[src/hw/irq_pkg.sv]
// Shared constants and types of the vectored interrupt controller
package irq_pkg;

	// ------------------------------------------------------------
	// Register map (byte addresses on the plain register port)
	// ------------------------------------------------------------
	localparam logic [2:0] ADDR_CTRL0 = 3'h0;
	localparam logic [2:0] ADDR_CTRL1 = 3'h1;
	localparam logic [2:0] ADDR_CTRL2 = 3'h2;
	localparam logic [2:0] ADDR_CTRL3 = 3'h3;
	localparam logic [2:0] ADDR_EDGE = 3'h4;
	localparam logic [2:0] ADDR_STATUS = 3'h5;

	// ------------------------------------------------------------
	// Field positions
	// ------------------------------------------------------------
	localparam int GIE_BIT = 0;
	localparam int FLAG_LO = 4;
	localparam int EN_LO = 0;
	localparam int GRP_W = 4;
	localparam logic [7:0] CTRL3_MASK = 8'h11;
	localparam logic [7:0] CTRL0_MASK = 8'h7F;
	localparam logic [7:0] EDGE_MASK = 8'h0F;
	localparam logic [7:0] RESET_VAL = 8'h00;

	// ------------------------------------------------------------
	// Sources, index = priority (0 highest)
	// ------------------------------------------------------------
	localparam int NSRC = 14;
	localparam int SRC_EXT0 = 0;
	localparam int SRC_EXT1 = 1;
	localparam int SRC_SERIAL = 2;
	localparam int SRC_LOWV = 3;
	localparam int SRC_CONV = 4;
	localparam int SRC_EEPROM = 5;
	localparam int SRC_TB0 = 6;
	localparam int SRC_PERP = 7;
	localparam int SRC_PERA = 8;
	localparam int SRC_STDP = 9;
	localparam int SRC_STDA = 10;
	localparam int SRC_TB1 = 11;
	localparam int SRC_RSV0 = 12;
	localparam int SRC_RSV1 = 13;

	// Vector spacing and base (program word addresses)
	localparam logic [11:0] VEC_BASE = 12'h004;
	localparam logic [11:0] VEC_STEP = 12'h004;

	// Edge select encodings
	localparam logic [1:0] EDGE_OFF = 2'h0;
	localparam logic [1:0] EDGE_RISE = 2'h1;
	localparam logic [1:0] EDGE_FALL = 2'h2;
	localparam logic [1:0] EDGE_BOTH = 2'h3;

	// Serial module event groups
	typedef struct packed {
		logic byte_done;
		logic addr_match;
		logic bus_timeout;
	} sync_events_s;

	typedef struct packed {
		logic tx_empty;
		logic tx_idle;
		logic rx_avail;
		logic rx_overrun;
		logic addr_detect;
		logic pin_wake;
	} uart_events_s;

	// Core handshake
	typedef struct packed {
		logic [11:0] next_pc;
		logic stack_full;
		logic ret_irq;
		logic fetch_ok;
	} core_status_s;

	typedef enum logic [1:0] {
		ST_RUN = 2'b00,
		ST_PUSH = 2'b01,
		ST_LOAD = 2'b11
	} take_e;

endpackage

[src/hw/mcu_interrupt_controller.sv]
// Prioritised vectored interrupt controller with register port
//
// Behaviour
// - Group1 register: four flags bits 7..4, enables bits 3..0, reset zero.
// - Group2 register: four timer match flags bits 7..4, enables 3..0.
// - Group3 register: time base one flag bit 4, enable bit 0, rest zero.
// - Source event sets its flag regardless of enable, except an external pin, which needs its enable.
// - Flag with enable low causes no vector jump but stays set.
// - Global enable low blocks every interrupt.
// - Taking interrupt pushes next address then loads the vector into PC.
// - Return from interrupt pops the saved program counter.
// - Each source owns a distinct vector address.
// - Taking an interrupt clears the global enable in hardware.
// - Requests while global enable is low still set and hold flags.
// - Software setting global enable in a handler allows nesting.
// - Full stack blocks acknowledgement until the pointer drops.
// - Simultaneous enabled requests are served in fixed priority.
// - Flag rising wakes from sleep; already set flag does not.
// - External flag set on the edge chosen by its edge select.
// - External pin works only when enabled, pin-shared and input.
// - Servicing an external interrupt clears its flag and global enable.
// - Sync serial modes set serial flag on byte, address match, time-out.
// - UART mode sets serial flag on any of six UART conditions.
// - Servicing serial interrupt clears only its own flag.
// - Edge select: 00 off, 01 rise, 10 fall, 11 both.
// - Global enable is bit 0 of control register zero, reset zero.
//
// Implementation choices: the register addresses and strobed register access.
`timescale 1ns/100ps

module mcu_interrupt_controller
	import irq_pkg::*;
#(
	parameter int PC_W = 12
)
(
	input wire logic clk,
	input wire logic rstn,
	input wire logic [2:0] reg_addr,
	input wire logic [7:0] reg_wdata,
	input wire logic reg_wr,
	input wire logic reg_rd,
	output logic [7:0] reg_rdata,
	input wire logic ext_pin_zero,
	input wire logic ext_pin_one,
	input wire logic [1:0] ext_pin_shared,
	input wire logic [1:0] ext_pin_is_input,
	input wire logic time_base_zero_evt,
	input wire logic time_base_one_evt,
	input wire logic eeprom_done_evt,
	input wire logic conversion_done_evt,
	input wire logic low_voltage_evt,
	input wire logic std_match_a_evt,
	input wire logic std_match_p_evt,
	input wire logic per_match_a_evt,
	input wire logic per_match_p_evt,
	input wire logic serial_uart_mode,
	input wire sync_events_s serial_sync_evt,
	input wire uart_events_s serial_uart_evt,
	input wire core_status_s core,
	output logic stack_push,
	output logic [PC_W-1:0] push_pc,
	output logic stack_pop,
	output logic pc_load,
	output logic [PC_W-1:0] pc_vector,
	output logic [3:0] taken_src,
	output logic wake_up
);

	// ------------------------------------------------------------
	// Register state
	// ------------------------------------------------------------
	logic global_irq_enable;
	logic [1:0] ext_pin_enable;
	logic serial_module_enable;
	logic [1:0] ext_pin_flag;
	logic serial_module_flag;
	logic [3:0] grp1_flag;
	logic [3:0] grp1_en;
	logic [3:0] grp2_flag;
	logic [3:0] grp2_en;
	logic time_base_one_flag;
	logic time_base_one_enable;
	logic [3:0] ext_edge_select;
	logic [1:0] pin_q;
	take_e state;
	logic [3:0] sel_src;

	logic [NSRC-1:0] flags;
	logic [NSRC-1:0] enables;
	logic [NSRC-1:0] pending;
	logic [NSRC-1:0] flags_q;
	logic [NSRC-1:0] svc_clr;
	logic [1:0] ext_hit;
	logic serial_hit;
	logic take;
	logic [3:0] win;
	logic found;
	logic [3:0] grp1_evt;
	logic [3:0] grp2_evt;

	// Edge detector against the chosen type
	function automatic logic edge_hit(input logic [1:0] sel,
		input logic prev, input logic now);
		edge_hit = 1'b0;
		unique case (sel)
			EDGE_OFF: edge_hit = 1'b0;
			EDGE_RISE: edge_hit = !prev && now;
			EDGE_FALL: edge_hit = prev && !now;
			EDGE_BOTH: edge_hit = prev ^ now;
		endcase
	endfunction

	// Write hit on one register
	function automatic logic wr_hit(input logic [2:0] a);
		wr_hit = reg_wr && (reg_addr == a);
	endfunction

	// ------------------------------------------------------------
	// Event collection
	// ------------------------------------------------------------
	// Pin qualifies only with enable, pin-share and input direction
	always_comb
	begin
		for (int i = 0; i < 2; i++)
		begin
			ext_hit[i] = ext_pin_enable[i] && ext_pin_shared[i]
				&& ext_pin_is_input[i]
				&& edge_hit(ext_edge_select[2*i +: 2], pin_q[i],
				i == 0 ? ext_pin_zero : ext_pin_one);
		end
	end

	// Serial flag source depends on the interface mode
	assign serial_hit = serial_uart_mode ? |serial_uart_evt
		: |serial_sync_evt;

	// Group events gathered in flag bit order, highest bit first
	assign grp1_evt = {time_base_zero_evt, eeprom_done_evt,
		conversion_done_evt, low_voltage_evt};
	assign grp2_evt = {std_match_a_evt, std_match_p_evt,
		per_match_a_evt, per_match_p_evt};

	// Input history for edge detection
	always_ff @(posedge clk or negedge rstn)
	begin
		if (!rstn)
			pin_q <= 2'h0;
		else
			pin_q <= {ext_pin_one, ext_pin_zero};
	end

	// ------------------------------------------------------------
	// Priority and acceptance
	// ------------------------------------------------------------
	assign flags = {2'h0, time_base_one_flag, grp2_flag[3], grp2_flag[2],
		grp2_flag[1], grp2_flag[0], grp1_flag[3], grp1_flag[2],
		grp1_flag[1], grp1_flag[0], serial_module_flag, ext_pin_flag};
	assign enables = {2'h0, time_base_one_enable, grp2_en[3], grp2_en[2],
		grp2_en[1], grp2_en[0], grp1_en[3], grp1_en[2],
		grp1_en[1], grp1_en[0], serial_module_enable, ext_pin_enable};
	assign pending = flags & enables;

	// Lowest index wins, giving a fixed order
	always_comb
	begin
		win = 4'h0;
		found = 1'b0;
		for (int i = NSRC - 1; i >= 0; i--)
		begin
			if (pending[i])
			begin
				win = 4'(i);
				found = 1'b1;
			end
		end
	end

	// Full stack holds off acknowledgement; request stays pending
	assign take = (state == ST_RUN) && found && global_irq_enable
		&& !core.stack_full && core.fetch_ok;

	// ------------------------------------------------------------
	// Take sequence: push, then load the vector
	// ------------------------------------------------------------
	always_ff @(posedge clk or negedge rstn)
	begin
		if (!rstn)
		begin
			state <= ST_RUN;
			sel_src <= 4'h0;
		end
		else
		begin
			unique case (state)
				ST_RUN:
					if (take)
					begin
						state <= ST_PUSH;
						sel_src <= win;
					end
				ST_PUSH: state <= ST_LOAD;
				ST_LOAD: state <= ST_RUN;
				// Unused code falls back to idle
				default: state <= ST_RUN;
			endcase
		end
	end

	// Core-facing outputs registered so the vector data is stable
	always_ff @(posedge clk or negedge rstn)
	begin
		if (!rstn)
		begin
			stack_push <= 1'b0;
			push_pc <= '0;
			pc_load <= 1'b0;
			pc_vector <= '0;
			taken_src <= 4'h0;
			stack_pop <= 1'b0;
		end
		else
		begin
			stack_push <= take;
			if (take)
				push_pc <= core.next_pc[PC_W-1:0];
			pc_load <= (state == ST_PUSH);
			if (state == ST_PUSH)
			begin
				pc_vector <= PC_W'(VEC_BASE + VEC_STEP * 12'(sel_src));
				taken_src <= sel_src;
			end
			stack_pop <= core.ret_irq;
		end
	end

	// Service clears exactly the taken source's flag
	always_comb
	begin
		svc_clr = '0;
		if (take)
			svc_clr[win] = 1'b1;
	end

	// ------------------------------------------------------------
	// Flags: hardware set beats any clear in the same cycle
	// ------------------------------------------------------------
	always_ff @(posedge clk or negedge rstn)
	begin
		if (!rstn)
		begin
			ext_pin_flag <= 2'h0;
			serial_module_flag <= 1'b0;
			grp1_flag <= 4'h0;
			grp2_flag <= 4'h0;
			time_base_one_flag <= 1'b0;
		end
		else
		begin
			for (int i = 0; i < 2; i++)
			begin
				if (ext_hit[i])
					ext_pin_flag[i] <= 1'b1;
				else if (svc_clr[SRC_EXT0 + i])
					ext_pin_flag[i] <= 1'b0;
				else if (wr_hit(ADDR_CTRL0))
					ext_pin_flag[i] <= reg_wdata[FLAG_LO + i];
			end
			if (serial_hit)
				serial_module_flag <= 1'b1;
			else if (svc_clr[SRC_SERIAL])
				serial_module_flag <= 1'b0;
			else if (wr_hit(ADDR_CTRL0))
				serial_module_flag <= reg_wdata[6];
			// Group 1 bit order: low voltage, conversion, eeprom, tb0
			for (int i = 0; i < GRP_W; i++)
			begin
				if (grp1_evt[i])
					grp1_flag[i] <= 1'b1;
				else if (svc_clr[SRC_LOWV + i])
					grp1_flag[i] <= 1'b0;
				else if (wr_hit(ADDR_CTRL1))
					grp1_flag[i] <= reg_wdata[FLAG_LO + i];
			end
			// Group 2 bit order: per P, per A, std P, std A
			for (int i = 0; i < GRP_W; i++)
			begin
				if (grp2_evt[i])
					grp2_flag[i] <= 1'b1;
				else if (svc_clr[SRC_PERP + i])
					grp2_flag[i] <= 1'b0;
				else if (wr_hit(ADDR_CTRL2))
					grp2_flag[i] <= reg_wdata[FLAG_LO + i];
			end
			if (time_base_one_evt)
				time_base_one_flag <= 1'b1;
			else if (svc_clr[SRC_TB1])
				time_base_one_flag <= 1'b0;
			else if (wr_hit(ADDR_CTRL3))
				time_base_one_flag <= reg_wdata[FLAG_LO];
		end
	end

	// ------------------------------------------------------------
	// Enables; taking an interrupt clears the global enable
	// ------------------------------------------------------------
	always_ff @(posedge clk or negedge rstn)
	begin
		if (!rstn)
		begin
			global_irq_enable <= 1'b0;
			ext_pin_enable <= 2'h0;
			serial_module_enable <= 1'b0;
			grp1_en <= 4'h0;
			grp2_en <= 4'h0;
			time_base_one_enable <= 1'b0;
			ext_edge_select <= 4'h0;
		end
		else
		begin
			if (take)
				global_irq_enable <= 1'b0;
			else if (wr_hit(ADDR_CTRL0))
				global_irq_enable <= reg_wdata[GIE_BIT];
			if (wr_hit(ADDR_CTRL0))
			begin
				ext_pin_enable <= reg_wdata[2:1];
				serial_module_enable <= reg_wdata[3];
			end
			if (wr_hit(ADDR_CTRL1))
				grp1_en <= reg_wdata[EN_LO +: GRP_W];
			if (wr_hit(ADDR_CTRL2))
				grp2_en <= reg_wdata[EN_LO +: GRP_W];
			if (wr_hit(ADDR_CTRL3))
				time_base_one_enable <= reg_wdata[EN_LO];
			if (wr_hit(ADDR_EDGE))
				ext_edge_select <= reg_wdata[3:0];
		end
	end

	// ------------------------------------------------------------
	// Wake-up on any flag rising, independent of enables
	// ------------------------------------------------------------
	always_ff @(posedge clk or negedge rstn)
	begin
		if (!rstn)
		begin
			flags_q <= '0;
			wake_up <= 1'b0;
		end
		else
		begin
			flags_q <= flags;
			// Only a 0->1 change wakes, so a preset flag suppresses it
			wake_up <= |(flags & ~flags_q);
		end
	end

	// ------------------------------------------------------------
	// Read port: data one cycle after the strobe, else zero
	// ------------------------------------------------------------
	always_ff @(posedge clk or negedge rstn)
	begin
		if (!rstn)
			reg_rdata <= RESET_VAL;
		else if (!reg_rd)
			reg_rdata <= RESET_VAL;
		else
		begin
			unique case (reg_addr)
				ADDR_CTRL0: reg_rdata <= CTRL0_MASK & {1'b0,
					serial_module_flag, ext_pin_flag, serial_module_enable,
					ext_pin_enable, global_irq_enable};
				ADDR_CTRL1: reg_rdata <= {grp1_flag, grp1_en};
				ADDR_CTRL2: reg_rdata <= {grp2_flag, grp2_en};
				ADDR_CTRL3: reg_rdata <= CTRL3_MASK & {3'h0,
					time_base_one_flag, 3'h0, time_base_one_enable};
				ADDR_EDGE: reg_rdata <= EDGE_MASK & {4'h0, ext_edge_select};
				ADDR_STATUS: reg_rdata <= {2'h0, state, sel_src};
				default: reg_rdata <= RESET_VAL;
			endcase
		end
	end

endmodule

[config.mk]
export PLATFORM = sky130hd
export DESIGN_NAME = mcu_interrupt_controller
export DESIGN_NICKNAME = d
export VERILOG_FILES = /design/src/hw/irq_pkg.sv /design/src/hw/mcu_interrupt_controller.sv
export SDC_FILE = /design/constraint.sdc
export NUM_CORES = 1
export LEC_CHECK = 0
export ABC_AREA = 1
export BUFFER_PORTS_ARGS = -buffer_cell sky130_fd_sc_hd__buf_4
export CAP_MARGIN = 5
export CELL_PAD_IN_SITES_DETAIL_PLACEMENT = 1
export CELL_PAD_IN_SITES_GLOBAL_PLACEMENT = 1
export CORE_MARGIN = 5
export CORE_UTILIZATION = 39
export CTS_CLUSTER_DIAMETER = 50
export CTS_CLUSTER_SIZE = 8
export DETAILED_ROUTE_END_ITERATION = 8
export MAX_ROUTING_LAYER = met4
export PLACE_DENSITY = 0.88
export RECOVER_POWER = 50
export REMOVE_ABC_BUFFERS = 1
export SETUP_SLACK_MARGIN = 0.1
export SLEW_MARGIN = 20
export SYNTH_ARGS = -nofsm -noshare
export SYNTH_HDL_FRONTEND = slang
export SYNTH_SLANG_ARGS = --single-unit
[constraint.sdc]
create_clock -name clk -period 2 [get_ports clk]
set_input_delay 0 -clock clk [delete_from_list [all_inputs] [get_ports clk]]
set_output_delay 0 -clock clk [all_outputs]
set_load 0.005 [all_outputs]
==> reports/results.ini <==
[worst_hold_path]
holdPathStages=3
min_from=reg_wdata[0]
hold_end=grp2_en[0]
hold_class=in -> reg

[layout]
drive_gt1_share_pct=21.5
final_cell_area_um2=5080
final_nets=627
final_cells=702
syn2layout_area_growth_pct=35.6

[placed_design]
placed_cells=646
port_buffers=87
gp_congestion=0.884
place_area_um2=4540
post-place-ws_ns=0.247
dp_hpwl_um=8870

[synth]
synth_top_flop_cell=dfrtp_1
ys_ff_latch=82
yosysMostFrequentCell=nand2_1
synth_top_area_share_pct=54.8
synth.distinct_cells=38
synth.avg_cell_area_um2=8.71
async_flop_share_pct=100
synth_cells=430
synth_edf_count=0
syn_area_um2=3740
synth_common_cells=nand2_1 (138), dfrtp_1 (82), inv_1 (54)
yosys_warnings=0
yosys-top-cells-area=dfrtp_1 (55%), nand2_1 (14%), inv_1 (5.4%)
yosysSeqAreaShare_pct=54.8
yosysTopAreaCell=dfrtp_1

[die]
die-area_um2=11700
die_y_um=108
rows=35
coreArea_um2=9280
die_x_um=108
start_util_pct=40.3
pin_count=95

[sta]
hold_viol_final=0
tns_ns=0
period_share_pct=93.2
slew_violations=61
period_needed_ns=1.86
holdWs_ns=0.0452
skew_ns=0.0125
setup_violations=0
worst_pin_slew_ns=1.54
layout_setup_ws_ns=0.136
fmax_ghz=0.537
maxSlewHeadroom_pct=-2.48
rsz0062_at_grt=no

[setup_path]
required_ns=2.28
r2r-start=pin_q[0]
crit_fanout=3
ff2ff_path_depth=4
r2r-end=ext_pin_flag[0]
critPathArrivalTime_ns=2.15
worstSetupStartpoint=ext_pin_zero
r2r_setup_slack_ns=0.23
critPathKind=in -> reg
start_kind=input pin
critPathCaptureType=register

[global_routing]
gr-usage-all-layers_pct=23.9
grt_pass1_wl_um=20700
antenna_found_initial=1
grt_max_degree=61
grt_pass1_vias=3910
grt.overflow.total=0

[clock_network]
clk_path_buf_depth=2
insertion_delay_ns=0.36
clk_pin_slew_ns=0.09
cts-buffers-inserted=9
cts.sinks=82
cts_tree=done
root_buffer=clkbuf_8
cts.htree.levels=3

[detailed_routing]
via_per_inst=5.08
via_count=3568
first_pass_iters=5
ant_nets=0
drtIter0Drc=200
routed_wl_um=12800
wire_per_inst_um=18.3
drc_errors=0

[job]
maxCapViolations=1

[power_and_ir_drop]
power_leakage_nw=2.64
p_per_area_nw_per_um2=1000
peakVddDrop_v=0.000365

[run_status]
status=complete, but fails checks
violations=max-capacitance violations, max-slew violations

## sequential cells by signal, summed over array words and instances (netlist names), 2 cells and up
signal and cells:
grp2_en 4, push_pc 12, taken_src 4, ext_pin_flag 2, grp1_flag 4, ext_pin_enable 2, pin_q 2, sel_src 4
grp1_en 4, flags_q 12, ext_edge_select 4, state 2, pc_vector 5, grp2_flag 4, reg_rdata 8
## cells in the final DEF (no fill, tap or decap), drive strengths merged
cell type	n
or4	1
ha	5
o211ai	2
o21ai	39
diode	1
o311ai	2
nor2	15
clkbuf	45
a221oi	5
or2	1
nand4	6
dlygate4sd3	38
buf	60
a21oi	9
clkinvlp	2
nor3	2
nand2	146
o21bai	1
a22oi	1
clkinv	6
inv	60
o22ai	12
dfrtp	82
a21o	3
conb	7
nand3	13
o31ai	4
a31oi	2
nor4	3
## layout make-up
| cell class | instances | area (um2) |
|---|---|---|
| clock buffers | 10 | 138 |
| flip-flops and latches | 82 | 2050 |
| multi-input cells | 279 | 1390 |
| fillers | 1124 | 4200 |
| well taps | 129 | 161 |
| clock inverters | 6 | 42.5 |
| diodes | 1 | 2.50 |
| inverters | 62 | 238 |
| repair buffers | 133 | 1060 |
## what timing repair did
| item | in CTS | in global routing |
|---|---|---|
| hold buffers | 38 | 0 |
| setup buffers | 0 | 1 |
| setup endpoints to repair | 0 | 3 |
| resized for setup | 0 | 2 |
| endpoints found under the hold margin | 98 | 0 |
## cells by family after synthesis
| family | Yosys count | share of synthesized area (%) |
|---|---|---|
| AND/OR/NAND/NOR | 187 | 21.6 |
| flip-flops | 82 | 54.8 |
| AO/OA/AOI/OAI | 80 | 12.9 |
| buffers and inverters | 75 | 8.92 |
| adder cells (fa/ha/maj) | 5 | 1.67 |
| other | 1 | 0.100 |
## metal layers
layer,track usage [%],up-vias,routed length [um]
met3,3.34,30,643
li1,-,1651,-
met5,-,-,0
met2,40.9,108,6720
met1,28.9,1779,5130
met4,8.57,0,328
## how the worst max path moves through the flow
stage / depth (start not counted) / endpoint / slack (ns)
finish: 7 / ext_pin_flag[0] / 0.14
CTS: 10 / grp2_flag[2] / 0.22
floorplan: 6 / grp1_flag[0] / 0.56
detailed placement: 10 / grp2_flag[2] / 0.25
global route: 16 / ext_pin_flag[0] / 0.11
global placement: 9 / grp2_flag[3] / 0.22
## power breakdown
part	switching [mW]	internal, mW	total (mW)
registers	0.289	2.05	2.34
clock network	0.642	0.485	1.13
logic	0.916	0.698	1.61
total	1.85	3.24	5.08
## critical path, stage by stage
cell	delay (ns)
dlygate4sd3_1	0.57
clkbuf_1	0.19
inv_1	0.07
ha_1	0.30
o311ai_0	0.69
nand4_1	0.20
nand2_1	0.14
## stage by stage
stage / util, % / power (mW)
2_1_floorplan: - / 3.09
3_3_place_gp: 48.9 / 3.82
3_5_place_dp: 48.9 / 3.91
4_1_cts: 54.9 / 5.10
5_1_grt: 54.7 / 5.41
6_report: 54.7 / 5.08
(Power assumes the default switching activity.)
